File: config.mk
export PLATFORM = sky130hd
export DESIGN_NAME = blc_regs
export DESIGN_NICKNAME = d
export VERILOG_FILES = /design/src/hw/blc_pkg.sv /design/src/hw/blc_regs.sv
export SDC_FILE = /design/constraint.sdc
export NUM_CORES = 1
export LEC_CHECK = 0
export BUFFER_PORTS_ARGS = -buffer_cell sky130_fd_sc_hd__buf_2
export CAP_MARGIN = 20
export CORE_MARGIN = 2
export CORE_UTILIZATION = 35
export CTS_CLUSTER_SIZE = 14
export DETAILED_ROUTE_END_ITERATION = 16
export PLACE_DENSITY = 0.63
export SETUP_SLACK_MARGIN = 0.1
export SYNTH_ARGS = -nofsm -noshare
export SYNTH_HDL_FRONTEND = slang
export SYNTH_SLANG_ARGS = --single-unit
File: constraint.sdc
create_clock -name clk -period 3.3 [get_ports clk]
set_input_delay 0.495 -clock clk [delete_from_list [all_inputs] [get_ports clk]]
set_output_delay 0.495 -clock clk [all_outputs]
set_load 0.02 [all_outputs]
File: src/hw/blc_pkg.sv
package blc_pkg;

   // ----------------------------------------
   // Register offsets
   // ----------------------------------------
   localparam logic [7:0] ADDR_BRIGHTNESS = 8'h00;
   localparam logic [7:0] ADDR_CONTROL = 8'h01;
   localparam logic [7:0] ADDR_STATUS = 8'h02;
   localparam logic [7:0] ADDR_IDENTITY = 8'h03;
   localparam logic [7:0] ADDR_DC_LEVEL = 8'h07;
   localparam logic [7:0] ADDR_OPTIONS = 8'h08;

   // ----------------------------------------
   // Values after reset
   // ----------------------------------------
   localparam logic [7:0] RESET_BRIGHTNESS = 8'hFF;
   localparam logic [7:0] RESET_CONTROL = 8'h00;
   localparam logic [7:0] RESET_DC_LEVEL = 8'hFF;
   localparam logic [7:0] RESET_OPTIONS = 8'h1F;
   localparam logic [7:0] READ_UNMAPPED = 8'h00;

   // ----------------------------------------
   // Field positions
   // ----------------------------------------
   localparam int CTL_ON_BIT = 0;
   localparam int CTL_SEL_BIT = 1;
   localparam int CTL_MODE_BIT = 2;
   localparam int ST_FAULT_BIT = 0;
   localparam int OPT_VSC_LSB = 0;
   localparam int OPT_FSW_BIT = 2;
   localparam int OPT_DRIVE_LSB = 3;
   localparam int OPT_DUTY_BIT = 5;
   localparam int OPT_PASS_BIT = 6;
   localparam logic ID_MARK = 1'b1;

   // ----------------------------------------
   // Channels
   // ----------------------------------------
   localparam int CHANNEL_COUNT = 6;
   localparam logic [5:0] CHANNEL_MASK = 6'h3F;
   localparam logic [5:0] CHANNEL_NONE = 6'h00;

   // ----------------------------------------
   // Timing
   // ----------------------------------------
   localparam int CLK_FREQ_HZ = 100000000;
   localparam int BL_ON_TIME_MS = 4;
   localparam int BL_ON_MAX_CYCLES = BL_ON_TIME_MS * (CLK_FREQ_HZ / 1000);
   localparam int ON_COUNT_WIDTH = 19;
   localparam logic [7:0] WINDOW_LAST = 8'hFF;

   // ----------------------------------------
   // Types
   // ----------------------------------------
   typedef enum logic [1:0] {
      DIM_COMBINED = 2'b00,
      DIM_PWM_PIN = 2'b01,
      DIM_HOST_ONLY = 2'b10,
      DIM_KEEP = 2'b11
   } blc_dim_t;

   typedef enum logic [1:0] {
      BL_OFF = 2'b00,
      BL_STARTING = 2'b01,
      BL_ON = 2'b10
   } blc_state_t;

endpackage

File: src/hw/blc_regs.sv
// Notes on behaviour
// RULE1 - On request bit at 0 keeps backlight off whatever the dimming bits say.
// RULE2 - When on, select bits pick combined, pin PWM, host-only, or keep mode.
// RULE3 - Turning on with both select bits 1 keeps the earlier dimming mode.
// RULE4 - Reserved control bits read 0 until written, then return written value.
// RULE5 - Every defined control bit reads back its latched value.
// RULE6 - Writing on request 1 brings backlight on within 4 ms.
// RULE7 - Writing on request 0 turns backlight off immediately, channels to zero.
// RULE8 - Brightness register reads back last host write in combined mode.
// RULE9 - Fault summary is OR of thermal, overcurrent, channel-down flags only.
// RULE10 - One-channel-down flag reads 1 when any channel has faulted out.
// RULE11 - Two-channels-down flag reads 1 when two or more channels faulted.
// RULE12 - Fault summary stays set after its cause goes away.
// RULE13 - Toggling on request or writing 0 to summary clears it.
// RULE14 - Summary sets again if the fault persists or recurs after clearing.
// RULE15 - Quick on then off command never reports a fault.
// RULE16 - Status reserved bits read 0; only summary bit is writable.
// RULE17 - Backlight-on flag reads 1 while on, 0 while off.
// RULE18 - Identity holds a read-only 3-bit silicon revision in low bits.
// RULE19 - Revision starts at 0 and steps by 1 per released part.
// RULE20 - Identity bit 7 reads 1, bits 6 to 3 hold fixed maker code.
// RULE21 - DC level sets current linearly in 256 steps, live; reads return it.
// RULE22 - DC level writes leave PWM brightness untouched.
// RULE23 - Pass-through option makes channel current follow PWM input directly.
// RULE24 - Duty-to-current keeps sources on with DC level from input duty.
// RULE25 - Host picks one of four boost drive strengths by 2-bit field.
// RULE26 - Drive codes 00..11 mean 25, 50, 75, 100 percent.
// RULE27 - Frequency bit 0 selects 1.2 MHz, 1 selects 600 kHz.
// RULE28 - Short threshold 0 disables, 1..3 select 3.6, 4.8, 5.8 V.
// RULE29 - Writes to read-only status and identity bits change nothing.
`timescale 1ns/10ps

module blc_regs
   import blc_pkg::*;
#(
   parameter int unsigned ON_DELAY_CYCLES = BL_ON_MAX_CYCLES,
   parameter logic [3:0] MAKER_CODE = 4'hF, // Arbitrary value
   parameter logic [2:0] SILICON_REV = 3'h0
)
(
   // Clock and reset
   input wire logic clk,
   input wire logic reset,
   // Register access port
   input wire logic [7:0] hostAddr,
   input wire logic [7:0] hostWrData,
   input wire logic hostWrite,
   input wire logic hostRead,
   output logic [7:0] hostRdData,
   output logic hostRdValid,
   // Fault and PWM pins
   input wire logic thermalTripPin,
   input wire logic inputOvercurrentPin,
   input wire logic [5:0] channelFaultPin,
   input wire logic pwmInputPin,
   // Driver controls
   output logic [5:0] channelsActive,
   output logic ledGate,
   output logic [7:0] currentLevel,
   output logic [1:0] dimmingMode,
   output logic [1:0] switchDriveStrength,
   output logic switchFrequencySelect,
   output logic [1:0] shortThreshold
);

   // ----------------------------------------
   // Pin synchronisers
   // ----------------------------------------
   logic [8:0] pinMeta;
   logic [8:0] pinSync;

   always_ff @(posedge clk or posedge reset)
   begin
      if (reset)
      begin
         pinMeta <= 9'h000;
         pinSync <= 9'h000;
      end
      else
      begin
         pinMeta <= {pwmInputPin, channelFaultPin, inputOvercurrentPin, thermalTripPin};
         pinSync <= pinMeta;
      end
   end

   // ----------------------------------------
   // Channel fault count
   // ----------------------------------------
   function automatic logic [2:0] countDown(input logic [5:0] faults);
      logic [2:0] total;
      total = 3'h0;
      for (int i = 0; i < CHANNEL_COUNT; i++)
      begin
         total = total + {2'b00, faults[i]};
      end
      return total;
   endfunction

   logic thermalTripFlag;
   logic inputOvercurrentFlag;
   logic oneChannelDownFlag;
   logic twoChannelsDownFlag;
   logic pwmInSync;
   logic [2:0] downCount;

   assign thermalTripFlag = pinSync[0];
   assign inputOvercurrentFlag = pinSync[1];
   assign pwmInSync = pinSync[8];
   assign downCount = countDown(pinSync[7:2]);
   assign oneChannelDownFlag = (downCount >= 3'h1); // RULE10
   assign twoChannelsDownFlag = (downCount >= 3'h2); // RULE11

   // ----------------------------------------
   // Registers and backlight sequencing
   // ----------------------------------------
   logic [7:0] backlightControl;
   logic [7:0] pwmBrightness;
   logic [7:0] dcCurrentLevel;
   logic [7:0] driverOptions;
   logic faultSummary;
   blc_dim_t dimMode;
   blc_state_t blState;
   logic [ON_COUNT_WIDTH-1:0] onCount;
   logic [7:0] pwmCount;
   logic [7:0] highCount;
   logic [7:0] measuredDuty;

   logic [7:0] next_backlightControl;
   logic [7:0] next_pwmBrightness;
   logic [7:0] next_dcCurrentLevel;
   logic [7:0] next_driverOptions;
   logic next_faultSummary;
   blc_dim_t next_dimMode;
   blc_state_t next_blState;
   logic [ON_COUNT_WIDTH-1:0] next_onCount;
   logic [7:0] next_pwmCount;
   logic [7:0] next_highCount;
   logic [7:0] next_measuredDuty;
   logic [7:0] next_hostRdData;
   logic next_hostRdValid;
   logic [5:0] next_channelsActive;
   logic next_ledGate;
   logic [7:0] next_currentLevel;

   logic writeControl;
   logic requestNow;
   logic requestToggled;
   logic clearFault;
   logic faultCause;
   logic backlightOnFlag;
   logic hostPwmGate;
   logic dimGate;
   logic [7:0] statusByte;
   logic [7:0] identityByte;

   always_comb
   begin
      next_backlightControl = backlightControl;
      next_pwmBrightness = pwmBrightness;
      next_dcCurrentLevel = dcCurrentLevel;
      next_driverOptions = driverOptions;
      next_dimMode = dimMode;
      next_blState = blState;
      next_onCount = onCount;
      next_hostRdData = hostRdData;
      next_hostRdValid = hostRead;
      backlightOnFlag = (blState == BL_ON); // RULE17

      // Control writes; reserved bits are stored as written
      writeControl = hostWrite && (hostAddr == ADDR_CONTROL);
      requestNow = writeControl ? hostWrData[CTL_ON_BIT] : backlightControl[CTL_ON_BIT];
      requestToggled = writeControl && (hostWrData[CTL_ON_BIT] != backlightControl[CTL_ON_BIT]);
      if (writeControl)
      begin
         next_backlightControl = hostWrData; // RULE4 RULE5
      end
      if (writeControl && hostWrData[CTL_ON_BIT]
         && (hostWrData[CTL_MODE_BIT:CTL_SEL_BIT] != DIM_KEEP)) // RULE3
      begin
         next_dimMode = blc_dim_t'(hostWrData[CTL_MODE_BIT:CTL_SEL_BIT]); // RULE2
      end
      if (hostWrite && (hostAddr == ADDR_BRIGHTNESS) && (dimMode != DIM_PWM_PIN))
      begin
         next_pwmBrightness = hostWrData; // RULE8
      end
      if (hostWrite && (hostAddr == ADDR_DC_LEVEL))
      begin
         next_dcCurrentLevel = hostWrData; // RULE21 RULE22
      end
      if (hostWrite && (hostAddr == ADDR_OPTIONS))
      begin
         next_driverOptions = hostWrData;
      end

      // Backlight sequencing
      unique case (blState)
         BL_OFF:
         begin
            if (requestNow)
            begin
               next_blState = BL_STARTING;
               next_onCount = ON_DELAY_CYCLES[ON_COUNT_WIDTH-1:0];
            end
         end
         BL_STARTING:
         begin
            if (!requestNow)
            begin
               next_blState = BL_OFF; // RULE7
            end
            else if (onCount <= {{(ON_COUNT_WIDTH-1){1'b0}}, 1'b1})
            begin
               next_blState = BL_ON; // RULE6
            end
            else
            begin
               next_onCount = onCount - {{(ON_COUNT_WIDTH-1){1'b0}}, 1'b1};
            end
         end
         BL_ON:
         begin
            if (!requestNow)
            begin
               next_blState = BL_OFF; // RULE1 RULE7
            end
         end
         default:
         begin
            next_blState = BL_OFF;
         end
      endcase

      // Sticky fault summary; a new cause wins over a clear
      faultCause = thermalTripFlag || inputOvercurrentFlag
         || oneChannelDownFlag || twoChannelsDownFlag; // RULE9
      clearFault = requestToggled
         || (hostWrite && (hostAddr == ADDR_STATUS) && !hostWrData[ST_FAULT_BIT]); // RULE13 RULE16 RULE29
      next_faultSummary = (faultSummary && !clearFault) // RULE12
         || (faultCause && backlightOnFlag); // RULE14 RULE15

      // Dimming counter and input duty measurement
      next_pwmCount = pwmCount + 8'h01;
      if (pwmCount == WINDOW_LAST)
      begin
         next_measuredDuty = highCount;
         next_highCount = 8'h00;
      end
      else
      begin
         next_measuredDuty = measuredDuty;
         next_highCount = highCount + {7'h00, pwmInSync};
      end
      hostPwmGate = (pwmCount < pwmBrightness);
      unique case (dimMode)
         DIM_COMBINED: dimGate = hostPwmGate && pwmInSync;
         DIM_PWM_PIN: dimGate = pwmInSync;
         DIM_HOST_ONLY: dimGate = hostPwmGate;
         default: dimGate = hostPwmGate;
      endcase

      // Driver outputs
      next_channelsActive = (next_blState == BL_ON) ? CHANNEL_MASK : CHANNEL_NONE; // RULE1 RULE6 RULE7
      if (next_blState != BL_ON)
      begin
         next_ledGate = 1'b0; // RULE1
      end
      else if (driverOptions[OPT_PASS_BIT])
      begin
         next_ledGate = pwmInSync; // RULE23
      end
      else if (driverOptions[OPT_DUTY_BIT])
      begin
         next_ledGate = 1'b1; // RULE24
      end
      else
      begin
         next_ledGate = dimGate;
      end
      next_currentLevel = (driverOptions[OPT_DUTY_BIT] && !driverOptions[OPT_PASS_BIT])
         ? measuredDuty : dcCurrentLevel; // RULE21 RULE24

      // Read data
      statusByte = {2'b00, twoChannelsDownFlag, oneChannelDownFlag, backlightOnFlag,
         inputOvercurrentFlag, thermalTripFlag, faultSummary}; // RULE16 RULE17
      identityByte = {ID_MARK, MAKER_CODE, SILICON_REV}; // RULE18 RULE19 RULE20
      if (hostRead)
      begin
         unique case (hostAddr)
            ADDR_BRIGHTNESS: next_hostRdData = pwmBrightness; // RULE8
            ADDR_CONTROL: next_hostRdData = backlightControl; // RULE5
            ADDR_STATUS: next_hostRdData = statusByte;
            ADDR_IDENTITY: next_hostRdData = identityByte;
            ADDR_DC_LEVEL: next_hostRdData = dcCurrentLevel; // RULE21
            ADDR_OPTIONS: next_hostRdData = driverOptions;
            default: next_hostRdData = READ_UNMAPPED;
         endcase
      end
   end

   always_ff @(posedge clk or posedge reset)
   begin
      if (reset)
      begin
         backlightControl <= RESET_CONTROL;
         pwmBrightness <= RESET_BRIGHTNESS;
         dcCurrentLevel <= RESET_DC_LEVEL;
         driverOptions <= RESET_OPTIONS;
         faultSummary <= 1'b0;
         dimMode <= DIM_COMBINED;
         blState <= BL_OFF;
         onCount <= '0;
         pwmCount <= 8'h00;
         highCount <= 8'h00;
         measuredDuty <= 8'h00;
         hostRdData <= 8'h00;
         hostRdValid <= 1'b0;
         channelsActive <= CHANNEL_NONE;
         ledGate <= 1'b0;
         currentLevel <= RESET_DC_LEVEL;
      end
      else
      begin
         backlightControl <= next_backlightControl;
         pwmBrightness <= next_pwmBrightness;
         dcCurrentLevel <= next_dcCurrentLevel;
         driverOptions <= next_driverOptions;
         faultSummary <= next_faultSummary;
         dimMode <= next_dimMode;
         blState <= next_blState;
         onCount <= next_onCount;
         pwmCount <= next_pwmCount;
         highCount <= next_highCount;
         measuredDuty <= next_measuredDuty;
         hostRdData <= next_hostRdData;
         hostRdValid <= next_hostRdValid;
         channelsActive <= next_channelsActive;
         ledGate <= next_ledGate;
         currentLevel <= next_currentLevel;
      end
   end

   // ----------------------------------------
   // Option fields
   // ----------------------------------------
   assign dimmingMode = dimMode;
   assign switchDriveStrength = driverOptions[OPT_DRIVE_LSB+1:OPT_DRIVE_LSB]; // RULE25 RULE26
   assign switchFrequencySelect = driverOptions[OPT_FSW_BIT]; // RULE27
   assign shortThreshold = driverOptions[OPT_VSC_LSB+1:OPT_VSC_LSB]; // RULE28

endmodule // blc_regs

Yosys cells after proc, flatten, opt, wreduce, memory -nomap -nowiden:

Cells that the tools add are included.

* register bits: 122
* bits of input ports: 29
* output and inout port bits: 31
* word-level logic and storage cells: 92

* $add $sub $neg: 8
* magnitude comparators: 4
* equality and inequality tests: 17
* multiplexer cells: 18
* reductions and logical operators: 27

Operator list (number)
* 19-bit 2-to-1 mux: 3
* 8-bit case mux with 6 select lines: 1
* 19-bit case mux with 2 select lines: 1
* 19-bit by 1-bit less-or-equal comparator with 1-bit output, second input constant: 1
* 19-bit by 1-bit subtractor with 19-bit output, second input constant: 1
* 8-bit by 2-bit == test with 1-bit output, second input constant: 2
* 8-bit 2-to-1 mux: 2
* 1-bit logical AND: 14
* 2-bit inequality test, second input constant: 5
* 3-bit by 1-bit adder with 3-bit output: 3
* 8-bit by 1-bit adder with 8-bit output: 1
* 8-bit by 1-bit adder with 8-bit output, second input constant: 1
* 8-bit by 1-bit == test with 1-bit output, second input constant: 1
* 8-bit by 3-bit == test with 1-bit output, second input constant: 1
* 8-bit by 4-bit == test with 1-bit output, second input constant: 1
* 8-bit == test, second input constant: 1
* 8-bit logical NOT: 1
* 8-bit less-than comparator: 1
* 2-bit 2-to-1 mux: 4
* 6-bit 2-to-1 mux: 1
* 2-bit case mux with 3 select lines: 1
* 1-bit logical OR: 5
* 2-bit by 1-bit == test with 1-bit output, second input constant: 2
* 2-bit == test, second input constant: 2
* other kinds (12): 18

Depth between registers and ports, before layout:

Gate-level depths: netlist (run 1).

* word-level depth: 10
* depth in mapped cells: 11
* depth with buffers taken out: 11

Worst setup path before layout (run 1):

Ideal clock, no wire load.

* kind: flip-flop to flip-flop
* from: register pinSync[2]
* to: register faultSummary
* library setup time: 0.121 ns
* arrival time: 2.720 ns
* data required time: 3.179 ns
* setup slack: 0.459 ns
* cell stages (with the launch flop): 11
* buffers on the path: 0
* period minus slack after synthesis: 2.841 ns
* cell sequence: dfrtp_1 fa_1 inv_1 fa_1 inv_1 ha_1 inv_1 fa_1 nand2_1 or4_1 a22o_1

* longest elaborated chain between the ends: 10
* elaborated cells on any way between the ends: 11
* classes of those cells: add/sub (5); order compare (2); reduce/logical (4)

RTL lines
* from (decl): RTL line blc_regs.sv:70 `logic [8:0] pinSync;`
* from (signal assigned): RTL line blc_regs.sv:82 `pinSync <= pinMeta;`
* 1-bit by 1-bit adder with 2-bit output (*): RTL line blc_regs.sv:94 `total = total + {2'b00, faults[i]};`
* 2-bit by 1-bit adder with 3-bit output (*): RTL line blc_regs.sv:94
* 3-bit by 1-bit adder with 3-bit output (*) (3 in series): RTL line blc_regs.sv:94
* 3-bit by 1-bit greater-or-equal comparator with 1-bit output: RTL line blc_regs.sv:110 `assign oneChannelDownFlag = (downCount >= 3'h1);`
* 1-bit logical OR: RTL line blc_regs.sv:235 `|| oneChannelDownFlag || twoChannelsDownFlag;`
* 1-bit logical OR (*): RTL line blc_regs.sv:235
* 1-bit logical AND (*): RTL line blc_regs.sv:239 `|| (faultCause && backlightOnFlag);`
* 1-bit logical OR (*): RTL line blc_regs.sv:239
* named net next_faultSummary: RTL line blc_regs.sv:132 `logic next_faultSummary;`
* to (signal assigned): RTL line blc_regs.sv:327 `faultSummary <= next_faultSummary;`
* to (decl): RTL line blc_regs.sv:120 `logic faultSummary;`

Mark *: on every way through the listed nets, which the timed path passes. The rest lies on a longest branch.
A chain may end at the register's enable or synchronous reset.

Final worst setup path (run 1):

Ends and elaborated chain as after synthesis.

==> results of run 1 <==
final cells by class:
cell class	instances	area [um^2]	area share [%]
sequential	117	2964	44.21
multi-input combinational	333	2332	34.79
clock buffer	23	467.9	6.980
timing repair buffer	69	395.4	5.898
tap	216	270.3	4.031
clock inverter	9	150.1	2.240
inverter	32	123.9	1.848
routing by layer:
layer | vias up | routed length (um) | global-route usage, %
li1 | 1958 | - | -
met1 | 2082 | 6074 | 22.98
met2 | 160 | 6057 | 24.88
met3 | 15 | 981 | 4.756
met4 | 0 | 181 | 5.444
met5 | - | 0 | 0
registers in the layout, indices dropped and copies added, names as in the netlist, 2 cells and up:
| name | cells |
|---|---|
| hostRdData | 8 |
| pinSync | 9 |
| dimmingMode | 2 |
| pwmBrightness | 8 |
| driverOptions | 8 |
| blState | 2 |
| pinMeta | 9 |
| onCount | 19 |
| pwmCount | 8 |
| measuredDuty | 8 |
| highCount | 8 |
| dcCurrentLevel | 8 |
| backlightControl | 8 |
| currentLevel | 8 |
through the flow:
stage                     setup WS (ns)  cells
after floorplan                  0.4587    515
after global placement           0.4127    767
after detailed placement         0.3558    767
after CTS                        0.3486    799
after global routing             0.1948    799
final                            0.3641    799
worst register-to-register path, delay by kind of cell, from the launching register on:
kind | cells | cell delay (ns)
AND/OR/NAND/NOR | 2 | 0.46
adder cells (fa/ha/maj) | 4 | 1.59
buffers and inverters | 3 | 0.15
flip-flops | 1 | 0.38
AO/OA/AOI/OAI | 1 | 0.25
placed cells by master, fill, tap and decap left out, types with 3 or more instances in the layout:
cell type,n
a31oi_1,5
o21ai_0,13
ha_1,13
a21oi_1,16
clkbuf_1,4
or4_1,6
clkinvlp_4,3
fa_1,3
nand2_1,47
bufinv_16,4
nor2_1,30
a221oi_1,4
dfrtp_1,88
inv_1,30
buf_4,8
buf_2,59
xnor2_1,7
nor3_1,13
clkbuf_16,17
mux2_2,40
nand3_1,22
o22ai_1,5
and2_1,3
a311oi_1,3
a22o_1,4
dfstp_2,29
clkinv_2,3
and3_1,10
xor2_1,5
nand4_1,7
o21a_1,5
nand2b_1,6
nor4_1,8
a22oi_1,5
o211ai_1,4
kinds of logic after synthesis:
group	Yosys count
DFF	117
and+or+nand+nor	171
muxes	40
xor gates and xnor gates	12
buffers and inverters	65
AOI/OAI and AO/OA	94
adders and majority gates	16
how the worst max path moves through the flow:
stage	to	depth (start not counted)	from	slack, ns
after floorplan	faultSummary	10	pinSync[2]	0.46
after global placement	faultSummary	10	pinSync[2]	0.41
after detailed placement	faultSummary	10	pinSync[2]	0.36
after CTS	faultSummary	10	pinSync[2]	0.35
after global routing	hostRdData[4]	11	pinSync[2]	0.19
final	faultSummary	10	pinSync[2]	0.36
report_power, final:
group | internal, mW | switching (mW)
combinational | 0.254 | 0.324
sequential | 1.60 | 0.172
clock | 1.30 | 0.612
==> results_dict.tcl, run 1 <==
set metrics [dict create \
    outcome "completed" \
    wl_per_cell_um 16.64 \
    io_buffer_count 59 \
    fp.dieW_um 130.4 \
    synthMuxAreaShare_pct 8.061 \
    path_max_fanout 3 \
    dieArea_mm2 0.01699 \
    syn_area_per_cell_um2 10.85 \
    fin_util_pct 42.51 \
    ys_types 67 \
    area_delta_synth_final_pct 19.97 \
    grt_max_degree 57 \
    slew_viol_final 0 \
    hpwl_mm 9.473 \
    cp_slowest_cell "fa_1" \
    yosysTopAreaCell "dfrtp_1" \
    synth_nets 560 \
    place.gp.congestion 0.8695 \
    worst_pin_slew_ns 0.9230 \
    grt_setup_unrepaired "false" \
    overflow 0 \
    vias_per_cell 5.275 \
    period_minus_slack_ns 2.936 \
    vias 4215 \
    synth_most_common_cell "dfrtp_1" \
    routed_wl_mm 13.30 \
    leakagePower_nw 3.023 \
    ys.warnings.count 0 \
    ys_top_cells_by_area "dfrtp_1, dfstp_2, mux2_2" \
    cp.required_ns 3.58 \
    min_to "pinMeta[8]" \
    grt_pass1_vias 4238 \
    yosys_most_used_dff "dfrtp_1" \
    post_cts_resized 0 \
    start_util_pct 35.43 \
    fin_tns_setup_ns 0 \
    holdPathStages 1 \
    clock-root-buffer "clkbuf_16" \
    syn_inst 515 \
    place_area_mm2 0.006086 \
    irDropWorstVdd_v 0.0003597 \
    worstSkewPairLatency_ns 0.40 \
    synth.ff_latch_count 117 \
    fin_nets 615 \
    worstHoldPathType "in -> reg" \
    drive_gt1_share_pct 30.70 \
    async_flop_share_pct 100.0 \
    numCtsBuffers 17 \
    path_clk_slew_ns 0.05 \
    startpoint_type "flip-flop" \
    fin_area_mm2 0.006704 \
    cpLargestDelayFamily "adder cells" \
    synthAdderAreaFrac_pct 3.986 \
    maxCapViolCount 0 \
    nFillCells 1520 \
    cts_buffer_depth 2 \
    setup_violations 0 \
    cts_tree "built" \
    path_cells "fa_1, inv_1, fa_1, inv_1, ha_1, inv_1, fa_1, nand2_1, or4_1, a22o_1" \
    io_pins 60 \
    coreArea_mm2 0.01577 \
    clock-sinks 117 \
    r2r_cells 10 \
    max_freq_mhz 340.6 \
    synth-compound-area-share_pct 12.05 \
    critPathMaxStageDelay_ns 0.53 \
    first_iter_violations 328 \
    worstSetupPathType "reg -> reg" \
    synthTopCellsByCount "dfrtp_1, nand2_1, mux2_2" \
    synth_edf_count 0 \
    ant_nets 0 \
    die_y_um 130.4 \
    synthSimpleGateAreaFrac_pct 15.65 \
    hp-start "pwmInputPin" \
    period_share_pct 88.97 \
    synth_area_mm2 0.005588 \
    grt_use_total_pct 16.50 \
    endpoint_kind "flip-flop" \
    synth_top_family_by_area "simple AND/OR/NAND/NOR gates" \
    r2r-end "faultSummary" \
    cts-htree-levels 4 \
    antennaDiodeCount 0 \
    cp_data_arrival_time_ns 3.22 \
    slew_headroom_pct 38.34 \
    rr_startpoint "pinSync[2]" \
    finalHoldViolations 0 \
    firstDrtPassIters 5 \
    path_buf_inv 3 \
    synth_xor_xnor_area_share_pct 1.881 \
    whs_ns 0.1978 \
    drc 0 \
    seq_area_frac_synth_pct 53.05 \
    postCtsHoldBufs 0 \
    reg2reg_slack_ns 0.36 \
    powerDensity_mw_per_mm2 635.5 \
    antenna_found_initial 0 \
    synth_top_area_share_pct 39.41 \
    grt_pass1_wl_mm 21.76 \
    row_count 46 \
    clock_skew_ns 0.003696 \
    cts_setup_buffers 0 \
    power_mw 4.260 \
]
Note: power is estimated with default switching activity, not from simulation.
==> run 2: changes to the inputs <==
- CORE_MARGIN: 2 -> not set
- MAX_ROUTING_LAYER: not set -> met4
==> results_dict.tcl, run 2 (same netlist as run 1, synthesis figures left out) <==
set metrics [dict create \
    outcome "completed" \
    max_freq_mhz 336.2 \
    area_delta_synth_final_pct 19.64 \
    fp.dieW_um 128.4 \
    dieArea_mm2 0.01648 \
    grt_max_degree 45 \
    cp.required_ns 3.59 \
    clock_skew_ns 0.01025 \
    clock-sinks 117 \
    leakagePower_nw 3.021 \
    slew_headroom_pct 37.13 \
    clock-root-buffer "clkbuf_16" \
    io_buffer_count 59 \
    critPathMaxStageDelay_ns 0.53 \
    grt_use_total_pct 18.13 \
    worstHoldPathType "in -> reg" \
    power_mw 4.229 \
    cts-htree-levels 4 \
    dp_cells 762 \
    ant_nets 0 \
    cts_setup_buffers 0 \
    largest_reg_flops 19 \
    final_common_cell "dfrtp_1" \
    cp_data_arrival_time_ns 3.26 \
    final_cell_mix "dfrtp_1, buf_2, nand2_1" \
    drc 0 \
    combPwrFrac_pct 13.7 \
    hpwl_mm 9.560 \
    maxCapViolCount 0 \
    finalHoldViolations 0 \
    cpLargestDelayFamily "adder cells" \
    endpoint_kind "flip-flop" \
    io_pins 60 \
    largest_register "onCount" \
    worstSkewPairLatency_ns 0.42 \
    powerDensity_mw_per_mm2 632.7 \
    reg_top3 "onCount: 19 flops, pinMeta: 9 flops, pinSync: 9 flops" \
    slew_viol_final 0 \
    period_minus_slack_ns 2.974 \
    cts_buffer_depth 2 \
    worstSetupPathType "reg -> reg" \
    numCtsBuffers 17 \
    cp_slowest_cell "fa_1" \
    start_util_pct 36.35 \
    firstDrtPassIters 5 \
    path_clk_slew_ns 0.05 \
    clkPwrFrac_pct 44.3 \
    seq_power_share_pct 42.0 \
    p_int_mw 3.093 \
    switching_power_mw 1.136 \
    nFillCells 1416 \
    antenna_found_initial 1 \
    fin_nets 615 \
    wl_per_cell_um 16.83 \
    setup_violations 0 \
    postCtsHoldBufs 0 \
    fin_tns_setup_ns 0 \
    path_cells "fa_1, inv_1, fa_1, inv_1, ha_1, inv_1, fa_1, nor4bb_1, nor3_1, a221oi_1, a21oi_1" \
    path_max_fanout 3 \
    overflow 0 \
    grt_pass1_wl_mm 21.87 \
    irDropWorstVdd_v 0.0003992 \
    cts_tree "built" \
    routed_wl_mm 13.38 \
    switching_share_pct 26.87 \
    first_iter_violations 332 \
    layout.cells.non_filler 795 \
    vias_per_cell 5.358 \
    grt_pass1_vias 4209 \
    coreArea_mm2 0.01537 \
    post_cts_resized 0 \
    grt_setup_unrepaired "false" \
    row_count 45 \
    vias 4260 \
    path_buf_inv 3 \
    startpoint_type "flip-flop" \
    die_y_um 128.4 \
    period_share_pct 90.13 \
    drive_gt1_share_pct 30.87 \
    worst_pin_slew_ns 0.9411 \
    place.gp.congestion 0.9016 \
]
## run 2: final timing paths
check / from / endpoint / slack [ns] / cells after the start
max reg2reg: pinSync[2] / hostRdData[4] / 0.33 / 11
min: inputOvercurrentPin / pinMeta[1] / 0.18 / 1
min reg2reg: pinMeta[8] / pinSync[8] / 0.34 / 0
max: pinSync[2] / hostRdData[4] / 0.33 / 11
max in group asynchronous: reset / dcCurrentLevel[0] / 2.27 / 3
min in group asynchronous: reset / measuredDuty[2] / 0.27 / 2
## run 2: cell type report
type	instances	area [um^2]	share of cell area, %
flip-flops and latches	117	2964	44.34
multi-input cells	333	2332	34.89
clock buffers	23	478.0	7.150
repair buffers	69	395.4	5.914
well taps	211	264.0	3.949
clock inverters	9	125.1	1.872
inverters	32	123.9	1.853
diodes	1	2.502	0.03743
## run 2: metal layers
layer  global-route usage [%]  up-vias  routed length [um]
li1                         -     1960                   -
met1                    23.97     2118                6253
met2                    25.85      165                5913
met3                    5.364       17                1022
met4                    7.474        0                 195
met5                        -        -                   0
## run 2: worst reg2reg max path, cell delays in order, from the launching register on
cell	delay, ns
dfrtp_1	0.38
fa_1	0.53
inv_1	0.05
fa_1	0.42
inv_1	0.06
ha_1	0.13
inv_1	0.04
fa_1	0.51
nor4bb_1	0.29
nor3_1	0.07
a221oi_1	0.24
a21oi_1	0.12
## run 2: power groups by stage
stage	Combinational [mW]	Clock (mW)	Sequential, mW
floorplan	0.440	0	1.74
global placement	0.554	0	1.78
detailed placement	0.573	0	1.79
CTS	0.580	1.91	1.77
global route	0.651	1.97	1.80
finish	0.579	1.88	1.77
## run 2: per-stage QoR
| step | utilization, % | setup WS [ns] | area, um^2 | hold WS (ns) |
|---|---|---|---|---|
| 5_1_grt | 43.49 | 0.1268 | 6685 | 0.1653 |
| 4_1_cts | 43.48 | 0.3197 | 6683 | 0.1641 |
| 3_3_place_gp | 39.55 | 0.3858 | 6080 | 0.3355 |
| 6_report | 43.49 | 0.3258 | 6685 | 0.1810 |
| 2_1_floorplan | - | 0.4587 | 5592 | 0.3312 |
| 3_5_place_dp | 39.55 | 0.3225 | 6080 | 0.3347 |
